[src/hw/slow_time_base_regs.vh]
// Register map, field positions and reset values of the slow time base
`ifndef SLOW_TIME_BASE_REGS_VH
`define SLOW_TIME_BASE_REGS_VH

// Register indices, byte address is four times the index
`define IDX_TAP_SNAPSHOT 16'hf060
`define IDX_TRIM_LOW 16'hf062
`define IDX_TRIM_HIGH 16'hf063
`define IDX_IRQ_SEL_LOW 16'hf064
`define IDX_IRQ_SEL_HIGH 16'hf065
`define IDX_IRQ_STATUS 16'hf068
`define IDX_IRQ_CLEAR 16'hf069
`define IDX_IRQ_ENABLE 16'hf06a

// Reset values
`define RST_TRIM 11'h000
`define RST_IRQ_SEL_LOW 8'h30
`define RST_IRQ_SEL_HIGH 3'h6
`define RST_IRQ_ENABLE 3'h0

// Field positions
`define F_IRQ0_CODE 2:0
`define F_IRQ1_CODE 6:4
`define F_IRQ2_CODE 2:0
`define F_TRIM_HIGH 2:0

// Divider chain layout: upper chain bit 0 is the 8 kHz tap, bit 6 the 128 Hz tap
`define TAP_128_BIT 6
`define TAP_1_BIT 13
`define TRIM_FRAC_BITS 21

`endif

[src/hw/slow_time_base.v]
// Low-speed time base divider chain with trim, periodic interrupts and APB registers
// Function
// - Divide slow clock into 32 kHz..1 Hz taps
// - Count up from zero after reset
// - Snapshot byte: 128 Hz bit0 to 1 Hz bit7
// - Snapshot write clears 128 Hz..1 Hz stages
// - Trim is 11 bits, upper bits unused
// - Trim field is two's complement
// - One trim count is 1/2097152 rate
// - Trim acts on 8 kHz and slower only
// - Three periodic interrupts from 128..1 Hz taps
// - Select fields at bits 2:0, 6:4, 10:8
// - Code 0 is 128 Hz, 7 is 1 Hz
// - Request on falling edge of tap
// - Forced tap fall raises request too
// - Select change may raise request
// - Request reaches controller one cycle later
//
// Added by the designer: the APB interface to the registers.
`include "slow_time_base_regs.vh"
`default_nettype none

module slow_time_base (
  // Clock and reset
  input wire CLK,
  input wire SRST,
  // Low-speed source clock, sampled on CLK
  input wire SLOW_CLK,
  // APB slave
  input wire PSEL,
  input wire PENABLE,
  input wire PWRITE,
  input wire [19:0] PADDR,
  input wire [31:0] PWDATA,
  output wire PREADY,
  output wire PSLVERR,
  output reg [31:0] PRDATA,
  // Taps for peripherals
  output wire TAP_32K,
  output wire TAP_16K,
  output wire TAP_8K,
  // Periodic requests to the interrupt controller and summary interrupt
  output reg PERIODIC_IRQ0,
  output reg PERIODIC_IRQ1,
  output reg PERIODIC_IRQ2,
  output wire IRQ
);

  // Decodes a register index against the word address
  function hit;
    input [19:0] addr;
    input [15:0] idx;
    begin
      hit = (addr[19:18] == 2'h0) && (addr[17:2] == idx);
    end
  endfunction

  // Picks one of the eight slow taps by its 3-bit select code
  function tap_pick;
    input [13:0] chain;
    input [2:0] code;
    begin
      tap_pick = chain[`TAP_128_BIT + code];
    end
  endfunction

  // Divider state
  reg slow_q_r;
  reg stage16_r;
  reg [13:0] upper_r;
  reg [20:0] frac_r;
  reg [13:0] upper_nxt;
  reg [20:0] frac_nxt;
  reg [22:0] sum;

  // Software registers
  reg [10:0] trim_r;
  reg [7:0] sel_low_r;
  reg [2:0] sel_high_r;
  reg [2:0] enable_r;

  // Request detection and status
  reg [2:0] sel_tap_q_r;
  reg [2:0] cur_tap;
  reg [2:0] irq_nxt;
  reg [2:0] status_r;
  reg [2:0] status_nxt;

  // Read path
  reg [31:0] rd_word;

  // Bus phase decode
  wire setup_ph;
  wire acc_ok;
  wire wr;
  wire bad_addr;

  // One select line per register
  wire sel_snap;
  wire sel_trim_lo;
  wire sel_trim_hi;
  wire sel_int_lo;
  wire sel_int_hi;
  wire sel_stat;
  wire sel_clr;
  wire sel_en;

  // Write strobes
  wire snap_wr;
  wire trim_lo_wr;
  wire trim_hi_wr;
  wire int_lo_wr;
  wire int_hi_wr;
  wire clr_wr;
  wire en_wr;

  // Divider edges and taps
  wire slow_fall;
  wire tick16;
  wire [7:0] slow_taps;

  // Register selects from the word address
  assign sel_snap = hit(PADDR, `IDX_TAP_SNAPSHOT);
  assign sel_trim_lo = hit(PADDR, `IDX_TRIM_LOW);
  assign sel_trim_hi = hit(PADDR, `IDX_TRIM_HIGH);
  assign sel_int_lo = hit(PADDR, `IDX_IRQ_SEL_LOW);
  assign sel_int_hi = hit(PADDR, `IDX_IRQ_SEL_HIGH);
  assign sel_stat = hit(PADDR, `IDX_IRQ_STATUS);
  assign sel_clr = hit(PADDR, `IDX_IRQ_CLEAR);
  assign sel_en = hit(PADDR, `IDX_IRQ_ENABLE);

  // APB phases, zero wait state
  assign setup_ph = PSEL && !PENABLE;
  assign acc_ok = PSEL && PENABLE;
  assign wr = acc_ok && PWRITE;
  assign bad_addr = !(sel_snap || sel_trim_lo || sel_trim_hi || sel_int_lo ||
    sel_int_hi || sel_stat || sel_clr || sel_en);
  assign PREADY = 1'b1;
  assign PSLVERR = acc_ok && bad_addr; // Unmapped words refuse the access

  // Write strobes, one per register except the read-only status register
  assign snap_wr = wr && sel_snap;
  assign trim_lo_wr = wr && sel_trim_lo;
  assign trim_hi_wr = wr && sel_trim_hi;
  assign int_lo_wr = wr && sel_int_lo;
  assign int_hi_wr = wr && sel_int_hi;
  assign clr_wr = wr && sel_clr;
  assign en_wr = wr && sel_en;

  // Edge of the slow clock and the untrimmed 16 kHz stage wrapping
  assign slow_fall = slow_q_r && !SLOW_CLK;
  assign tick16 = slow_fall && stage16_r;

  // Taps for peripherals and the snapshot byte
  assign TAP_32K = slow_q_r;
  assign TAP_16K = stage16_r;
  assign TAP_8K = upper_r[0];
  assign slow_taps = upper_r[`TAP_1_BIT:`TAP_128_BIT];

  // Trimmed chain step: fractional accumulator adds or drops one 16 kHz step
  always @*
  begin
    sum = {2'h0, frac_r} + {{12{trim_r[10]}}, trim_r};
    upper_nxt = upper_r;
    frac_nxt = frac_r;
    if (tick16)
    begin
      frac_nxt = sum[20:0];
      if (sum[22])
      begin
        upper_nxt = upper_r;
      end
      else if (sum[21])
      begin
        upper_nxt = upper_r + 14'h0002;
      end
      else
      begin
        upper_nxt = upper_r + 14'h0001;
      end
    end
    if (snap_wr)
    begin
      upper_nxt = {8'h00, upper_nxt[5:0]};
    end
  end

  // Selected tap for each request after this cycle's chain update
  always @*
  begin
    cur_tap[0] = tap_pick(upper_nxt, sel_low_r[`F_IRQ0_CODE]);
    cur_tap[1] = tap_pick(upper_nxt, sel_low_r[`F_IRQ1_CODE]);
    cur_tap[2] = tap_pick(upper_nxt, sel_high_r[`F_IRQ2_CODE]);
  end

  // A one-to-zero step of a selected tap, natural or forced, is a request
  always @*
  begin
    irq_nxt = sel_tap_q_r & ~cur_tap;
  end

  // Divider chain
  always @(posedge CLK)
  begin
    if (SRST)
    begin
      slow_q_r <= 1'b0;
      stage16_r <= 1'b0;
      upper_r <= 14'h0000;
      frac_r <= 21'h000000;
    end
    else
    begin
      slow_q_r <= SLOW_CLK;
      if (slow_fall)
      begin
        stage16_r <= !stage16_r;
      end
      upper_r <= upper_nxt;
      frac_r <= frac_nxt;
    end
  end

  // Previous selected taps, used to find falling edges
  always @(posedge CLK)
  begin
    if (SRST)
    begin
      sel_tap_q_r <= 3'h0;
    end
    else
    begin
      sel_tap_q_r <= cur_tap;
    end
  end

  // One-cycle request pulses to the interrupt controller
  always @(posedge CLK)
  begin
    if (SRST)
    begin
      PERIODIC_IRQ0 <= 1'b0;
      PERIODIC_IRQ1 <= 1'b0;
      PERIODIC_IRQ2 <= 1'b0;
    end
    else
    begin
      PERIODIC_IRQ0 <= irq_nxt[0];
      PERIODIC_IRQ1 <= irq_nxt[1];
      PERIODIC_IRQ2 <= irq_nxt[2];
    end
  end

  // Sticky status: a new event wins over a clear in the same cycle
  always @*
  begin
    status_nxt = status_r;
    if (clr_wr)
    begin
      status_nxt = status_r & ~PWDATA[2:0];
    end
    status_nxt = status_nxt | irq_nxt;
  end

  // Status and enable registers
  always @(posedge CLK)
  begin
    if (SRST)
    begin
      status_r <= 3'h0;
      enable_r <= `RST_IRQ_ENABLE;
    end
    else
    begin
      status_r <= status_nxt;
      if (en_wr)
      begin
        enable_r <= PWDATA[2:0];
      end
    end
  end

  // Level interrupt while any enabled status bit is set
  assign IRQ = |(status_r & enable_r);

  // Trim pair
  always @(posedge CLK)
  begin
    if (SRST)
    begin
      trim_r <= `RST_TRIM;
    end
    else
    begin
      if (trim_lo_wr)
      begin
        trim_r[7:0] <= PWDATA[7:0];
      end
      if (trim_hi_wr)
      begin
        trim_r[10:8] <= PWDATA[`F_TRIM_HIGH];
      end
    end
  end

  // Interrupt tap selects, reserved bits kept at zero
  always @(posedge CLK)
  begin
    if (SRST)
    begin
      sel_low_r <= `RST_IRQ_SEL_LOW;
      sel_high_r <= `RST_IRQ_SEL_HIGH;
    end
    else
    begin
      if (int_lo_wr)
      begin
        sel_low_r <= {1'b0, PWDATA[6:4], 1'b0, PWDATA[2:0]};
      end
      if (int_hi_wr)
      begin
        sel_high_r <= PWDATA[2:0];
      end
    end
  end

  // Read word for the addressed register, reserved bits zero
  always @*
  begin
    rd_word = 32'h00000000;
    if (sel_snap)
    begin
      rd_word[7:0] = slow_taps;
    end
    else if (sel_trim_lo)
    begin
      rd_word[7:0] = trim_r[7:0];
    end
    else if (sel_trim_hi)
    begin
      rd_word[2:0] = trim_r[10:8];
    end
    else if (sel_int_lo)
    begin
      rd_word[7:0] = sel_low_r;
    end
    else if (sel_int_hi)
    begin
      rd_word[2:0] = sel_high_r;
    end
    else if (sel_stat)
    begin
      rd_word[2:0] = status_r;
    end
    else if (sel_en)
    begin
      rd_word[2:0] = enable_r;
    end
  end

  // Read data flop, loaded in the setup phase so it stands through the access phase
  always @(posedge CLK)
  begin
    if (SRST)
    begin
      PRDATA <= 32'h00000000;
    end
    else if (setup_ph)
    begin
      PRDATA <= rd_word;
    end
  end

endmodule // slow_time_base

`default_nettype wire

[config.mk]
export PLATFORM = sky130hd
export DESIGN_NAME = slow_time_base
export DESIGN_NICKNAME = d
export VERILOG_FILES = /design/src/hw/slow_time_base.v
export VERILOG_INCLUDE_DIRS = /design/src /design/src/hw
export SDC_FILE = /design/constraint.sdc
export NUM_CORES = 1
export LEC_CHECK = 0
export BUFFER_PORTS_ARGS = -buffer_cell sky130_fd_sc_hd__buf_2
export CAP_MARGIN = 30
export CELL_PAD_IN_SITES_DETAIL_PLACEMENT = 1
export CELL_PAD_IN_SITES_GLOBAL_PLACEMENT = 2
export CORE_MARGIN = 2
export CORE_UTILIZATION = 34
export CTS_BUF_LIST = sky130_fd_sc_hd__clkbuf_4 sky130_fd_sc_hd__clkbuf_8
export DETAILED_ROUTE_END_ITERATION = 12
export GPL_ROUTABILITY_DRIVEN = 1
export GPL_TIMING_DRIVEN = 0
export PLACE_DENSITY = 0.93
export SYNTH_ARGS = -nofsm -noshare
export SYNTH_HDL_FRONTEND = slang
export SYNTH_SLANG_ARGS = --single-unit
[constraint.sdc]
create_clock -name CLK -period 4.27 [get_ports CLK]
set_clock_uncertainty 0.1 [all_clocks]
set_input_delay 0.854 -clock CLK [delete_from_list [all_inputs] [get_ports CLK]]
set_output_delay 0.854 -clock CLK [all_outputs]
set_load 0.05 [all_outputs]
==> results of run 1 <==
[layout by cell type, fill, tap and decap left out, types with 6 or more instances in the layout]
cell type / instances
nor2_1: 74
xnor2_1: 15
conb_1: 25
clkbuf_1: 34
and3_1: 14
inv_1: 22
nor2b_1: 9
buf_2: 51
dfxtp_1: 76
buf_4: 28
xor2_1: 10
and4_1: 6
nand3b_1: 6
ha_4: 7
o2111ai_1: 6
o21a_1: 6
nor3_1: 24
a31oi_1: 6
ha_1: 20
a211oi_1: 18
a222oi_1: 7
and2_1: 11
mux2i_1: 21
nand3_1: 29
a21oi_1: 54
clkbuf_8: 9
nand4_1: 15
nand2_1: 77
nand2b_1: 6
o21ai_0: 14
[flip-flops by register name, indices dropped and copies added, names as in the netlist]
name	count
frac_r	21
upper_r	14
trim_r	11
PRDATA	8
sel_low_r	6
enable_r	3
sel_high_r	3
sel_tap_q_r	3
status_r	3
PERIODIC_IRQ0	1
PERIODIC_IRQ1	1
PERIODIC_IRQ2	1
TAP_16K	1
TAP_32K	1
[final cells by class]
class                   instances  area, µm²
plain buffers                  70        372
clock inverters                 5       60.1
well taps                     220        275
clock buffers                  11        139
multi-input cells             603       4100
inverters                      22       82.6
fillers                      2093       9800
flip-flops and latches         77       1550
repair buffers                 49        268
[what timing repair did]
item / CTS / global route
pin swaps: 0 / 6
resized for setup: 10 / 30
setup endpoints to repair: 9 / 9
setup buffers: 0 / 4
hold buffers: 0 / 0
[critical path: cells and delay by family (launching register included)]
| family | cells | cell delay [ns] |
|---|---|---|
| simple gates | 2 | 0.44 |
| xor+xnor | 1 | 0.26 |
| buf+inv | 2 | 0.39 |
| fa+ha+maj | 1 | 0.24 |
| mux | 2 | 0.61 |
| compound gates | 6 | 1.68 |
| flops | 1 | 0.36 |
[per-layer routing]
layer	up-vias	part of all wire (%)
li1	2859	-
met1	2908	46
met2	113	49
met3	19	4.0
met4	0	1.3
met5	-	0
[how the worst max path moves through the flow]
stage | start | end | slack (ns) | cells past startpoint
2_1_floorplan | trim_r[10] | sel_tap_q_r[0] | 0.32 | 13
3_3_place_gp | trim_r[10] | status_r[1] | -0.34 | 13
3_5_place_dp | trim_r[10] | status_r[1] | -0.37 | 13
4_1_cts | trim_r[10] | sel_tap_q_r[0] | 0.01 | 13
5_1_grt | trim_r[10] | sel_tap_q_r[0] | -0.05 | 14
6_report | trim_r[10] | sel_tap_q_r[0] | 0.06 | 14
[where the power goes]
part	internal, mW	switching [mW]
logic	0.0428	0.122
clock network	0.286	0.303
registers	0.723	0.00357
[cell families (layout without fill, tap and decap cells)]
family / count (synthesis) / count (layout)
other cells: 2 / 25
buf+inv: 92 / 157
fa+ha+maj: 28 / 28
compound gates: 188 / 188
mux: 30 / 30
flops: 77 / 77
xor+xnor: 29 / 29
simple gates: 303 / 303
==> flow_metrics.py, run 1 <==
metrics = {
    "worst_setup_path": {
        "cp-end-kind": "flop",
        "slowest_stage": "mux2_2",
        "r2r-start": "trim_r[10]",
        "reg2reg_slack_ns": 0.06,
        "path_max_fanout": 10,
        "worst-setup-path-type": "reg2reg",
        "worstPathRequired_ns": 4.43,
        "worstReg2RegEnd": "sel_tap_q_r[0]",
        "crit_arrival_ns": 4.37,
        "cp_slowest_stage_delay_ns": 0.45,
        "rr_worst_depth": 14,
        "cp_cell_sequence": "buf_12 -> ha_4 -> a2111oi_0 -> o21ai_0 -> a31oi_1 -> o21a_2 -> o21a_1 -> buf_2 -> mux2_2 -> and4_1 -> xnor2_1 -> mux2i_1 -> a311o_1 -> and3_1",
        "crit_path_start_kind": "flop",
    },
    "clocking": {
        "cts_made_buffers": 9,
        "cts_tree": "yes",
        "path_clk_slew_ns": 0.08,
        "htreeDepth": 3,
        "cts_root_buf": "clkbuf_8",
        "clk_latency_ns": 0.37,
        "clockBufferDepth": 2,
        "cts_sinks": 77,
    },
    "finish": {
        "instances_no_fill": 1057,
        "area_growth_pct": 17.7,
        "fin_util_pct": 41.1,
        "drive_above_1_share_pct": 17.0,
        "fin_area_um2": 6840,
        "antenna_cells": 0,
        "nets": 918,
    },
    "job": {
        "drv_cap": 0,
    },
    "synth": {
        "yosys.area_share.adder_pct": 6.15,
        "synthCells": 749,
        "yosysWarnings": 0,
        "netlist.area_leader.share_pct": 26.5,
        "yosysSeqAreaShare_pct": 26.5,
        "synth_flop_cell": "dfxtp_1",
        "synth_cell_types": 76,
        "synth-seq-cells": 77,
        "yosys.area.top_type": "dfxtp_1",
        "synth-edff-count": 0,
        "synth_top_family_by_area": "simple AND/OR/NAND/NOR gates",
        "synth_area_um2": 5810,
        "netlist_top_cells_count": "77 x dfxtp_1, 77 x nand2_1, 75 x nor2_1",
        "synthSimpleGateAreaFrac_pct": 26.5,
        "synth-async-reset-ratio_pct": 0,
        "synth_compound_area_share_pct": 22.3,
        "synthXorXnorAreaFrac_pct": 5.01,
        "synthTopCellsByArea": "dfxtp_1 27%, ha_1 5.8%, nand2_1 5.0%",
        "syn_area_per_cell_um2": 7.76,
        "muxShareOfSynthArea_pct": 5.60,
    },
    "global_route": {
        "grt_max_degree": 14,
        "track_usage_pct": 21.3,
        "antenna_found_initial": 0,
        "met1_usage_pct": 28.6,
        "grt_pass1_wl_mm": 30.7,
        "met2_usage_pct": 36.0,
        "grt_pass1_vias": 5773,
        "busiest_layer": "met2",
        "grt_remaining_overflow": 0,
        "met3_usage_pct": 3.68,
    },
    "sta": {
        "grt_setup_unrepaired": "true",
        "slew_violations": 0,
        "tightest_slew_ns": 0.914,
        "fin_crit_sh_pct": 98.5,
        "hold_ws_ns": 0.347,
        "setup_ws_ns": 0.0645,
        "slew_headroom_pct": 38.2,
        "setup-tns-final_ns": 0,
        "max_freq_mhz": 238,
        "report.final.hold_viol_count": 0,
        "min_period_ns": 4.21,
        "setup_violations": 0,
    },
    "floorplanning": {
        "die_y_um": 135,
        "die_width_um": 135,
        "core_area_um2": 16600,
        "rows": 47,
        "start_util_pct": 34.9,
        "die_area_um2": 18200,
        "pin_count": 99,
    },
    "placed_design": {
        "port_buffers": 44,
        "placed_cell_area_um2": 6400,
        "hpwlAfterDp_mm": 14.8,
        "place_ws_ns": -0.374,
        "gp_routability_congestion": 0.856,
        "dp_cells": 1037,
    },
    "status": {
        "status": "finished, final reports clean",
    },
    "detailed_routing": {
        "routed_wl_mm": 19.6,
        "viasPerCell": 5.58,
        "vias": 5899,
        "wl_per_cell_um": 18.5,
        "drt_first_pass_iters": 5,
        "drc": 0,
        "ant_nets": 0,
        "initialDrtViolationCount": 337,
    },
    "pwr": {
        "p_total_mw": 1.48,
        "power_density_nw_per_um2": 216,
        "ir_worst_vdd_uv": 195,
        "leakage_nw": 2.72,
    },
    "hold_path": {
        "hold_depth": 2,
        "hold_path.startpoint": "sel_tap_q_r[0]",
        "holdPathEnd": "PERIODIC_IRQ0",
        "hold_class": "reg2reg",
    },
}
Power figures use the tool's default switching activity.
==> run 2, diff against run 1 <==
--- a/config.mk
+++ b/config.mk
@@ -12,10 +12,9 @@
 export CELL_PAD_IN_SITES_GLOBAL_PLACEMENT = 2
 export CORE_MARGIN = 2
 export CORE_UTILIZATION = 34
-export CTS_BUF_LIST = sky130_fd_sc_hd__clkbuf_4 sky130_fd_sc_hd__clkbuf_8
+export CTS_BUF_LIST = sky130_fd_sc_hd__clkbuf_8
 export DETAILED_ROUTE_END_ITERATION = 12
 export GPL_ROUTABILITY_DRIVEN = 1
-export GPL_TIMING_DRIVEN = 0
 export PLACE_DENSITY = 0.93
 export SYNTH_ARGS = -nofsm -noshare
 export SYNTH_HDL_FRONTEND = slang
==> run 2 against run 1 <==
Against the previous run: critical path depth is 1 lower; design area is 4.7% lower; core utilization is 1.9 points lower; register-to-register slack better by 0.096 ns; wire length is 11% lower; die area stayed put.
==> flow_metrics.py, run 2 (synthesis gave the netlist of run 1 again) <==
metrics = {
    "sta": {
        "slew_headroom_pct": 35.4,
        "slew_violations": 0,
        "setup_ws_ns": 0.160,
        "min_period_ns": 4.11,
        "report.final.hold_viol_count": 0,
        "max_freq_mhz": 243,
        "setup_violations": 0,
        "fin_crit_sh_pct": 96.2,
        "grt_setup_unrepaired": "false",
        "tightest_slew_ns": 0.967,
        "setup-tns-final_ns": 0,
    },
    "clocking": {
        "clk_latency_ns": 0.39,
        "cts_hold_buf": 0,
        "htreeDepth": 3,
        "clockBufferDepth": 2,
        "cts_tree": "yes",
        "cts.repair.resized": 0,
        "cts_sinks": 77,
        "cts_setup_buffers": 0,
        "path_clk_slew_ns": 0.09,
        "cts_root_buf": "clkbuf_8",
        "cts_made_buffers": 9,
    },
    "finish": {
        "antenna_cells": 0,
        "area_growth_pct": 12.1,
        "drive_above_1_share_pct": 15.1,
        "largest_register_ffs": 21,
        "layout_common_cells": "77 x nand2_1, 75 x dfxtp_1, 75 x nor2_1, 55 x a21oi_1, 47 x buf_2",
        "reg_top3": "frac_r: 21 flops, upper_r: 14 flops, trim_r: 11 flops",
        "fillers": 2088,
        "top_register": "frac_r",
        "nets": 869,
        "fin_util_pct": 39.2,
        "final_common_cell": "nand2_1",
    },
    "placed_design": {
        "port_buffers": 47,
        "place_ws_ns": 0.0548,
        "gp_routability_congestion": 0.837,
        "hpwlAfterDp_mm": 13.0,
    },
    "floorplanning": {
        "die_width_um": 135,
        "die_area_um2": 18200,
        "die_y_um": 135,
        "core_area_um2": 16600,
        "start_util_pct": 34.9,
        "pin_count": 99,
        "rows": 47,
    },
    "detailed_routing": {
        "routed_wl_mm": 17.3,
        "wl_per_cell_um": 17.2,
        "vias": 5608,
        "drt_first_pass_iters": 5,
        "viasPerCell": 5.56,
        "ant_nets": 0,
        "drc": 0,
        "initialDrtViolationCount": 382,
    },
    "worst_setup_path": {
        "r2r-start": "trim_r[10]",
        "startpoint": "trim_r[10]",
        "crit_arrival_ns": 4.29,
        "cp-end-kind": "flop",
        "path_max_fanout": 13,
        "worst-setup-path-type": "reg2reg",
        "crit_path_start_kind": "flop",
        "worstPathRequired_ns": 4.45,
    },
    "pwr": {
        "power.net_switching_mw": 0.445,
        "p_comb_share_pct": 9.4,
        "power_density_nw_per_um2": 226,
        "sw_frac_of_total_pct": 30.2,
        "leakage_nw": 2.59,
        "p_seq_share_pct": 49.4,
        "ir_worst_vdd_uv": 200,
        "internal_power_mw": 1.03,
        "pwr-share-clk_pct": 41.2,
    },
    "job": {
        "drv_cap": 0,
    },
    "global_route": {
        "grt_pass1_wl_mm": 28.6,
        "grt_remaining_overflow": 0,
        "grt_max_degree": 52,
        "track_usage_pct": 19.6,
        "antenna_found_initial": 0,
        "grt_pass1_vias": 5562,
    },
    "hold_path": {
        "hold_class": "reg2reg",
        "hold_path.startpoint": "sel_tap_q_r[0]",
    },
    "status": {
        "status": "finished, final reports clean",
    },
}
[run 2: cell count changes in the layout (fill, tap and decap cells not counted), moves of 3 or more]
cell      before  now
buf_1          4    0
buf_2         51   47
buf_4         28   22
clkbuf_1      34    0
ha_4           7    4
o21ai_0       14   18
[run 2: worst max-delay path: stages, from the launching register on]
cell	delay, ns
dfxtp_2	0.36
buf_12	0.16
ha_1	0.35
nand2_1	0.09
or4_4	0.56
nand4bb_4	0.24
o211a_1	0.20
mux2_4	0.33
o32a_1	0.37
xnor2_2	0.18
and3_1	0.20
o311a_1	0.28
a311o_1	0.37
and3_1	0.20
[run 2: final cells by class]
cell class / count / area (µm²) / share of cell area (%)
clock buffer: 9 / 124 / 1.90
clock inverter: 7 / 81.3 / 1.25
inverter: 22 / 82.6 / 1.27
multi-input combinational: 603 / 3990 / 61.2
sequential: 77 / 1540 / 23.7
tap: 220 / 275 / 4.22
timing repair buffer: 70 / 420 / 6.45
[run 2: worst paths after layout]
check | endpoint | slack [ns] | cells past startpoint
worst min register to register | PERIODIC_IRQ0 | 0.35 | 2
worst max-delay path | sel_tap_q_r[0] | 0.16 | 13
worst max register to register | sel_tap_q_r[0] | 0.16 | 13
worst min-delay path | PERIODIC_IRQ0 | 0.35 | 2
[run 2: power groups by stage]
stage          logic [mW]  registers (mW)  clock network (mW)
2_1_floorplan       0.102           0.762                   0
3_3_place_gp        0.137           0.743                   0
3_5_place_dp        0.138           0.744                   0
4_1_cts             0.139           0.727               0.623
5_1_grt             0.148           0.728               0.649
6_report            0.139           0.727               0.607
[run 2: metal layers]
metal | track usage (%) | share of wire (%) | vias up
met5 | 0 | 0 | -
met4 | 4.50 | 0.85 | 0
met3 | 3.27 | 3.7 | 12
met2 | 32.4 | 48 | 94
met1 | 26.7 | 48 | 2732
li1 | - | - | 2770
[run 2: stage by stage]
step	total power [mW]	std cells	area (µm²)	hold slack (ns)
2_1_floorplan	0.864	772	5900	0.309
3_3_place_gp	0.880	992	6220	0.329
3_5_place_dp	0.882	992	6220	0.341
4_1_cts	1.49	1008	6430	0.352
5_1_grt	1.52	1008	6520	0.390
6_report	1.47	1008	6520	0.347
